$ cat src/verilog/cmsr_pkg.sv
// constants, register layout and types for the converter mode/status bank
// assumes a single 100 MHz clock and a serial two-wire configuration port
// Operation
// - Mode bit 7 enables the converter output and resets to 0.
// - Mode bit 6 doubles the switching frequency only while in buck-boost.
// - Mode bit 5 enables hiccup on output short circuit and resets to 1.
// - Mode bit 4 turns on the 100mA output sink while the output is off.
// - Mode bit 3 forces the 100mA output sink on regardless of shutdown.
// - Mode bit 1 selects forced PWM at light load, 0 selects PFM.
// - Status bits 7, 6, 5 latch short circuit, overcurrent, overvoltage.
// - The alert pin is pulled low while any fault flag and its mask are 1.
// - Reading the status byte returns the flags and then clears them.
// - A set fault flag stays set until the status byte is read.
// - A fault still present after a clearing read sets its flag again.
// - Status bits 1-0 report boost, buck, buck-boost, reserved 11.
// - The mode byte resets to 00100000b.
// - The status byte resets to 00000011b.
// - Mask bits 7, 6, 5 of register 05h gate the alerts, reset to 1.
package cmsr_pkg;

   // register offsets
   localparam logic [7:0] OFS_MASK      = 8'h05;
   localparam logic [7:0] OFS_MODE      = 8'h06;
   localparam logic [7:0] OFS_STAT      = 8'h07;

   // reset values and writable bits
   localparam logic [7:0] RST_MASK      = 8'hE0;
   localparam logic [7:0] RST_MODE      = 8'h20;
   localparam logic [7:0] RST_STAT      = 8'h03;
   localparam logic [7:0] WMSK_MASK     = 8'hEF;
   localparam logic [7:0] WMSK_MODE     = 8'hFA;

   // mode byte fields
   localparam int         MODE_OE       = 7;
   localparam int         MODE_FDBL     = 6;
   localparam int         MODE_HICCUP   = 5;
   localparam int         MODE_SDRAIN   = 4;
   localparam int         MODE_FDRAIN   = 3;
   localparam int         MODE_LIGHT_LOAD_FORCED_PWM     = 1;

   // status byte and mask fields
   localparam int         FLAG_HI       = 7;
   localparam int         FLAG_LO       = 5;
   localparam int         RPT_HI        = 1;
   localparam int         RPT_LO        = 0;
   localparam logic [2:0] STAT_RSVD     = 3'h0;

   // conversion mode report codes
   localparam logic [1:0] CMODE_BOOST   = 2'h0;
   localparam logic [1:0] CMODE_BUCK    = 2'h1;
   localparam logic [1:0] CMODE_MIXED   = 2'h2;
   localparam logic [1:0] CMODE_RSVD    = 2'h3;

   // serial port
   localparam logic [3:0] BYTE_BITS     = 4'h8;
   localparam logic [6:0] DEV_ADDR_DFLT = 7'h2A;  // arbitrary value

   typedef enum logic [3:0] {
      ST_IDLE = 4'b0000,
      ST_ADDR = 4'b0001,
      ST_AACK = 4'b0010,
      ST_PTR  = 4'b0011,
      ST_PACK = 4'b0100,
      ST_WDAT = 4'b0101,
      ST_WACK = 4'b0110,
      ST_RDAT = 4'b0111,
      ST_RACK = 4'b1000
   } cmsr_state_t;

   typedef struct packed {
      cmsr_state_t st;
      logic [3:0]  cnt;
      logic [7:0]  sh;
      logic [7:0]  ptr;
      logic        rd;
      logic        sda_drv;
      logic        scl_p;
      logic        sda_p;
      logic [7:0]  mode;
      logic [7:0]  mask;
   } cmsr_regs_t;

endpackage

$ cat src/verilog/cmsr_flag_latch.sv
// sticky fault flags, set by a level, cleared by a one-cycle pulse
// assumes set levels are already in the clk_sys_i domain
`timescale 1ns/10ps
module cmsr_flag_latch #(
   parameter int W = 3
) (
   // clock and reset
   input  wire logic         clk_sys_i,
   input  wire logic         srst_i,
   // events and clear
   input  wire logic [W-1:0] set_i,
   input  wire logic         clr_i,
   output logic      [W-1:0] flag_o
);
   typedef struct packed {
      logic [W-1:0] flag;
   } cmsr_flag_t;

   cmsr_flag_t q;
   cmsr_flag_t d;

   // set beats clear, so a fault still present re-arms at once
   always_comb begin
      d.flag = (q.flag & ~{W{clr_i}}) | set_i;
   end

   always_ff @(posedge clk_sys_i) begin
      if (srst_i) begin
         q.flag <= '0;
      end else begin
         q <= d;
      end
   end

   assign flag_o = q.flag;
endmodule

$ cat src/verilog/cmsr_regs.sv
// mode, mask and status registers behind a two-wire serial slave port
// assumes scl/sda and fault/mode levels arrive asynchronously from pins
`timescale 1ns/10ps
module cmsr_regs #(
   parameter logic [6:0] DEV_ADDR = cmsr_pkg::DEV_ADDR_DFLT
) (
   // clock and reset
   input  wire logic       clk_sys_i,
   input  wire logic       srst_i,
   // serial port, sda open drain
   input  wire logic       scl_i,
   input  wire logic       sda_i,
   output logic            sda_o,
   output logic            sda_oe_n_o,
   // power stage events and state
   input  wire logic       short_fault_i,
   input  wire logic       overcurrent_i,
   input  wire logic       overvoltage_i,
   input  wire logic [1:0] conv_mode_i,
   // power stage controls
   output logic            out_enable_o,
   output logic            freq_double_active_o,
   output logic            hiccup_enable_o,
   output logic            drain_sink_on_o,
   output logic            light_load_forced_pwm_o,
   // alert pin, open drain
   output logic            fault_alert_pin_o,
   output logic            fault_alert_pin_oe_n_o
);
   import cmsr_pkg::*;

   cmsr_regs_t q;
   cmsr_regs_t d;

   logic       scl_s;
   logic       sda_s;
   logic [2:0] fault_s;
   logic [1:0] cmode_s;
   logic [2:0] flags;
   logic [7:0] status;
   logic       stat_rd;

   // pins, idle-high lines and an unknown mode come out of reset
   cmsr_sync #(
      .W       (7),
      .RST_VAL (7'h63)
   ) u_sync (
      .clk_sys_i (clk_sys_i),
      .srst_i    (srst_i),
      .async_i   ({scl_i, sda_i, short_fault_i, overcurrent_i,
                   overvoltage_i, conv_mode_i}),
      .sync_o    ({scl_s, sda_s, fault_s, cmode_s})
   );

   cmsr_flag_latch #(
      .W (3)
   ) u_flags (
      .clk_sys_i (clk_sys_i),
      .srst_i    (srst_i),
      .set_i     (fault_s),
      .clr_i     (stat_rd),
      .flag_o    (flags)
   );

   // mode report follows the stage; reserved bits fixed at zero
   assign status = {flags, STAT_RSVD, cmode_s};

   function automatic logic [7:0] rd_byte(input logic [7:0] ptr,
                                          input logic [7:0] mode,
                                          input logic [7:0] mask,
                                          input logic [7:0] stat);
      logic [7:0] v;
      case (ptr)
         OFS_MASK: v = mask;
         OFS_MODE: v = mode;
         OFS_STAT: v = stat;
         default:  v = 8'h00;
      endcase
      return v;
   endfunction

   // every shift phase ends on the same bit count
   function automatic logic byte_done(input logic [3:0] cnt);
      return (cnt == BYTE_BITS);
   endfunction

   function automatic logic [3:0] cnt_next(input logic [3:0] cnt);
      return cnt + 4'h1;
   endfunction

   // pointer steps after each data byte and wraps at the top
   function automatic logic [7:0] ptr_next(input logic [7:0] ptr);
      return ptr + 8'h01;
   endfunction

   always_comb begin
      logic       rise;
      logic       fall;
      logic       start;
      logic       stop;
      logic       load;
      logic [7:0] byte_v;
      d       = q;
      stat_rd = 1'b0;
      load    = 1'b0;
      byte_v  = 8'h00;
      rise    = scl_s & ~q.scl_p;
      fall    = ~scl_s & q.scl_p;
      start   = scl_s & q.scl_p & q.sda_p & ~sda_s;
      stop    = scl_s & q.scl_p & ~q.sda_p & sda_s;
      d.scl_p = scl_s;
      d.sda_p = sda_s;
      if (start) begin
         d.st      = ST_ADDR;
         d.cnt     = 4'h0;
         d.sda_drv = 1'b0;
      end else if (stop) begin
         d.st      = ST_IDLE;
         d.sda_drv = 1'b0;
      end else if (rise) begin
         case (q.st)
            ST_ADDR, ST_PTR, ST_WDAT: begin
               d.sh  = {q.sh[6:0], sda_s};
               d.cnt = cnt_next(q.cnt);
            end
            ST_RDAT: begin
               d.cnt = cnt_next(q.cnt);
            end
            ST_RACK: begin
               // master nack ends the read burst
               if (sda_s) begin
                  d.st = ST_IDLE;
               end
            end
            default: begin
            end
         endcase
      end else if (fall) begin
         case (q.st)
            ST_ADDR: begin
               if (byte_done(q.cnt)) begin
                  d.cnt = 4'h0;
                  if (q.sh[7:1] == DEV_ADDR) begin
                     d.sda_drv = 1'b1;
                     d.rd      = q.sh[0];
                     d.st      = ST_AACK;
                  end else begin
                     d.st = ST_IDLE;
                  end
               end
            end
            ST_PTR: begin
               if (byte_done(q.cnt)) begin
                  d.cnt     = 4'h0;
                  d.sda_drv = 1'b1;
                  d.ptr     = q.sh;
                  d.st      = ST_PACK;
               end
            end
            ST_WDAT: begin
               if (byte_done(q.cnt)) begin
                  d.cnt     = 4'h0;
                  d.sda_drv = 1'b1;
                  d.st      = ST_WACK;
                  d.ptr     = ptr_next(q.ptr);
                  // status and unmapped offsets swallow the write
                  if (q.ptr == OFS_MODE) begin
                     d.mode = q.sh & WMSK_MODE;
                  end else if (q.ptr == OFS_MASK) begin
                     d.mask = q.sh & WMSK_MASK;
                  end
               end
            end
            ST_AACK: begin
               if (q.rd) begin
                  load = 1'b1;
               end else begin
                  d.sda_drv = 1'b0;
                  d.st      = ST_PTR;
               end
            end
            ST_PACK, ST_WACK: begin
               d.sda_drv = 1'b0;
               d.st      = ST_WDAT;
            end
            ST_RDAT: begin
               if (byte_done(q.cnt)) begin
                  d.sda_drv = 1'b0;
                  d.cnt     = 4'h0;
                  d.st      = ST_RACK;
               end else begin
                  d.sda_drv = ~q.sh[7];
                  d.sh      = {q.sh[6:0], 1'b0};
               end
            end
            ST_RACK: begin
               load = 1'b1;
            end
            default: begin
            end
         endcase
      end
      // byte is captured before the flags clear, so the host sees them
      if (load) begin
         byte_v    = rd_byte(q.ptr, q.mode, q.mask, status);
         d.sda_drv = ~byte_v[7];
         d.sh      = {byte_v[6:0], 1'b0};
         d.cnt     = 4'h0;
         d.ptr     = ptr_next(q.ptr);
         d.st      = ST_RDAT;
         stat_rd   = (q.ptr == OFS_STAT);
      end
   end

   always_ff @(posedge clk_sys_i) begin
      if (srst_i) begin
         q.st      <= ST_IDLE;
         q.cnt     <= 4'h0;
         q.sh      <= 8'h00;
         q.ptr     <= 8'h00;
         q.rd      <= 1'b0;
         q.sda_drv <= 1'b0;
         q.scl_p   <= 1'b1;
         q.sda_p   <= 1'b1;
         q.mode    <= RST_MODE;
         q.mask    <= RST_MASK;
      end else begin
         q <= d;
      end
   end

   assign sda_o      = 1'b0;
   assign sda_oe_n_o = ~q.sda_drv;

   assign out_enable_o            = q.mode[MODE_OE];
   // doubling only takes hold while the stage reports buck-boost
   assign freq_double_active_o    = q.mode[MODE_FDBL] &
                                    (cmode_s == CMODE_MIXED);
   assign hiccup_enable_o         = q.mode[MODE_HICCUP];
   // no time limit here; long forced drain at high vout is host's job
   assign drain_sink_on_o         = (q.mode[MODE_SDRAIN] &
                                     ~q.mode[MODE_OE]) |
                                    q.mode[MODE_FDRAIN];
   assign light_load_forced_pwm_o = q.mode[MODE_LIGHT_LOAD_FORCED_PWM];

   assign fault_alert_pin_o       = 1'b0;
   assign fault_alert_pin_oe_n_o  =
      ~|(flags & q.mask[FLAG_HI:FLAG_LO]);
endmodule

$ cat src/verilog/cmsr_sync.sv
// two flip-flop synchroniser for a group of asynchronous levels
// assumes the inputs are steady for several clock periods at a time
`timescale 1ns/10ps
module cmsr_sync #(
   parameter int         W       = 1,
   parameter logic [6:0] RST_VAL = 7'h00
) (
   // clock and reset
   input  wire logic         clk_sys_i,
   input  wire logic         srst_i,
   // levels
   input  wire logic [W-1:0] async_i,
   output logic      [W-1:0] sync_o
);
   typedef struct packed {
      logic [W-1:0] meta;
      logic [W-1:0] sync;
   } cmsr_sync_t;

   cmsr_sync_t q;
   cmsr_sync_t d;

   always_comb begin
      d.meta = async_i;
      d.sync = q.meta;
   end

   always_ff @(posedge clk_sys_i) begin
      if (srst_i) begin
         q.meta <= RST_VAL[W-1:0];
         q.sync <= RST_VAL[W-1:0];
      end else begin
         q <= d;
      end
   end

   assign sync_o = q.sync;
endmodule
$ cat config.mk
export PLATFORM = sky130hd
export DESIGN_NAME = cmsr_regs
export DESIGN_NICKNAME = d
export VERILOG_FILES = /design/src/verilog/cmsr_pkg.sv /design/src/verilog/cmsr_flag_latch.sv /design/src/verilog/cmsr_regs.sv /design/src/verilog/cmsr_sync.sv
export SDC_FILE = /design/constraint.sdc
export NUM_CORES = 1
export LEC_CHECK = 0
export BUFFER_PORTS_ARGS = -buffer_cell sky130_fd_sc_hd__clkbuf_2
export CORE_ASPECT_RATIO = 0.7
export CORE_MARGIN = 2
export CORE_UTILIZATION = 35
export CTS_CLUSTER_DIAMETER = 30
export DETAILED_ROUTE_END_ITERATION = 8
export PLACE_DENSITY = 0.59
export SLEW_MARGIN = 10
export SYNTH_ARGS = -nofsm -noshare
export SYNTH_HDL_FRONTEND = slang
export SYNTH_HIERARCHICAL = 1
export SYNTH_SLANG_ARGS = --single-unit
$ cat constraint.sdc
create_clock -name clk_sys_i -period 2.1 [get_ports clk_sys_i]
set_clock_uncertainty 0.15 [all_clocks]
set_input_delay 0.42 -clock clk_sys_i [delete_from_list [all_inputs] [get_ports clk_sys_i]]
set_output_delay 0.42 -clock clk_sys_i [all_outputs]
set_load 0.01 [all_outputs]
==> run metrics <==
status finished with violations; failing checks setup timing; Worst R2R End q[34]; most common cell in the netlist dfxtp_1; Sink Count between 50 and 60; Critical Path RT ~2.2 ns; worst reg2reg startpoint u_sync/sync_o[6]; area delta synth->final 34.7%; Post-synth EDFFs 0; DRC viols 0; grt ovf 0; drt initial violations 210; chip width between 100 and 150 microns; sequential share of the synthesized area a little under two fifths; Max-Cap Viols 0; CTS tree done; Max clock buf depth 2; CTS Buf Count 9; Mean Syn Cell Area approximately 8.8 sq um; ys flop type dfxtp_1; Die Y just over 80 microns; DPL Wire Length about 5700 microns; mean routed wirelength per cell between 15 and 20 microns; area of the multi-input gates 1860 sq um; worst vdd ir around 0.44 mV; register area roughly 1200 sq um; Worst Hold Path EP u_sync/d[6]; Placeable Area approximately 8500 sq um; most frequent cells after synthesis dfxtp_1, nor2_1, inv_1; CTS H-Tree Depth 3; n_diodes 0; num ports 18; Inst Count DP roughly 500; hold_sp scl_i; Slew Viols, Final 0; clock slew at reported path FFs 0.05 ns; Starting Density between 30% and 40%; worst hold path depth 2; Site Rows 28; count of different cell masters after synthesis 60; Setup crit end kind register; layout cells sized above 1 31.1%; utilization after layout between 40% and 50%; routed vias/inst between 5 and 6; Hold Fails Final Rpt 0; Cell Pwr Density 740 nW/um^2; final worst slack -0.165 ns; Synth area leader dfxtp_1; Final Cycle Share 108%; hold_buf cts 0; Static Leak 1.59 nW; GRT Util Overall 18.0%; worst-path fanout max 6; top cell type's share of synthesized area approximately 38%; maximum clock rate 0.441 GHz; arrival time worst endpoint 2.36 ns; placer congestion estimate 0.912; worst skew pair latency between 0.3 and 0.4 ns; vias after detailed routing around 2800; setup violators final 28; fillcell total between 700 and 800; R2R setup slack -0.17 ns; critical path type register to register; Pre-antenna DRT Iters 5; post-route ant nets 0; vias in the first global route between 2000 and 3000; register bit total from synthesis slightly below 60; worst hold-check path type primary input to register; Worst Setup Start Kind register; ys async rst share 0%; Tmin final between 2 and 2.5 ns; Root Buffer clkbuf_16; antenna violations before repair 0; final wirelength 8360 microns; Synth area leaders dfxtp_1, mux2i_1, nor2_1, inv_1, ha_1; Non-Filler Instances ~530; IO buf count 15; setup TNS -2.48 ns; RSZ-0062 raised after global routing yes; WHS approximately 0.12 ns; pin count of the biggest net entering global routing 17; die area ~9600 sq um; nets 424; yosys warns 6; Post-Syn Instances 350; first-pass GRT wire length roughly 13000 microns; Mapped Area between 3000 and 4000 sq um; R2R cell count 8
==> registers in the layout, summed over array words and instances, names as in the netlist <==
name,cells
q,38
u_sync/d,7
u_sync/sync_o,7
u_flags/flag_o,3
hiccup_enable_o,1
light_load_forced_pwm_o,1
out_enable_o,1
==> worst max-delay path by stage <==
stage          slack (ns)     to              from  cells past startpoint
5_1_grt             -0.25  q[34]             q[17]                      8
6_report            -0.17  q[34]  u_sync/sync_o[6]                      8
2_1_floorplan       -0.13  q[24]  u_sync/sync_o[6]                      9
3_3_place_gp        -0.13  q[27]             q[17]                      8
4_1_cts             -0.13  q[34]             q[17]                      8
3_5_place_dp        -0.18  q[35]             q[17]                      7
==> placed cells by master (no fill, tap or decap), drive strengths merged, types with 3 or more instances in the layout <==
master	synthesis	routed
and2	3	3
o211ai	3	3
a211oi	10	10
a222oi	5	5
nand3b	5	5
nor3	8	8
bufinv	0	3
or3	4	4
nand3	7	7
inv	28	29
nand2b	7	7
o32ai	6	6
mux2i	23	23
nor2	37	37
or2	14	14
a22oi	3	3
a21oi	17	17
o21ai	7	7
dfxtp	58	58
a221oi	3	3
a211o	4	4
a31oi	4	4
clkbuf	10	24
a21o	7	7
buf	12	52
nand2	13	13
a2bb2oi	5	5
ha	8	8
and2b	4	4
nor2b	4	4
clkinv	0	3
nand4	3	3
==> where the power goes <==
part	switching, W	internal [W]	leakage, nW
sequential	0.0000137	0.00112	0.471
combinational	0.000119	0.0000910	0.948
clock	0.000558	0.00117	0.170
==> what timing repair did <==
action	in CTS	in global routing
gates resized for setup	15	29
buffers inserted	3	7
pin swaps	15	14
cloned	1	1
setup endpoints to repair	24	39
==> layer usage <==
layer / wire (microns) / part of all wire, % / GRT usage (%) / up-vias
met4: 112 / 1.3 / 7.26 / 0
met5: 0 / 0 / 0 / -
met1: 4130 / 49 / 25.6 / 1359
met3: 476 / 5.7 / 4.45 / 10
li1: - / - / - / 1367
met2: 3640 / 43 / 25.8 / 99
==> logic make-up after synthesis <==
| kind of cell | synth area share [%] |
|---|---|
| other | 0.122 |
| AO/OA/AOI/OAI | 22.2 |
| flip-flops | 37.7 |
| multiplexers | 7.47 |
| buffers and inverters | 7.39 |
| adder cells (fa/ha/maj) | 3.25 |
| XOR/XNOR | 0.852 |
| AND/OR/NAND/NOR | 21.1 |
==> per-stage QoR <==
| step | setup WS, ns | total power (W) | area [sq um] |
|---|---|---|---|
| finish | -0.165 | 0.00307 | 4150 |
| global route | -0.250 | 0.00316 | 4150 |
| CTS | -0.128 | 0.00308 | 3980 |
| detailed placement | -0.184 | 0.00135 | 3520 |
| global placement | -0.129 | 0.00135 | 3520 |
| floorplan | -0.133 | 0.00128 | 3090 |
==> area by class of cell <==
type                       count  share of cell area (%)
multi-input combinational    243                    44.8
sequential                    58                    28.1
timing repair buffer          67                    12.5
clock buffer                   9                    5.42
tap                          120                    3.62
clock inverter                 7                    3.01
inverter                      28                    2.53
==> critical path, cell delays in order (launching register included) <==
cell and delay, ns:
dfxtp_4 0.36, inv_2 0.04, ha_2 0.16, or4b_4 0.48, a221oi_4 0.26, buf_6 0.17, o311ai_4 0.15, a2bb2oi_2 0.18
a211oi_2 0.23
(Power assumes the default switching activity.)
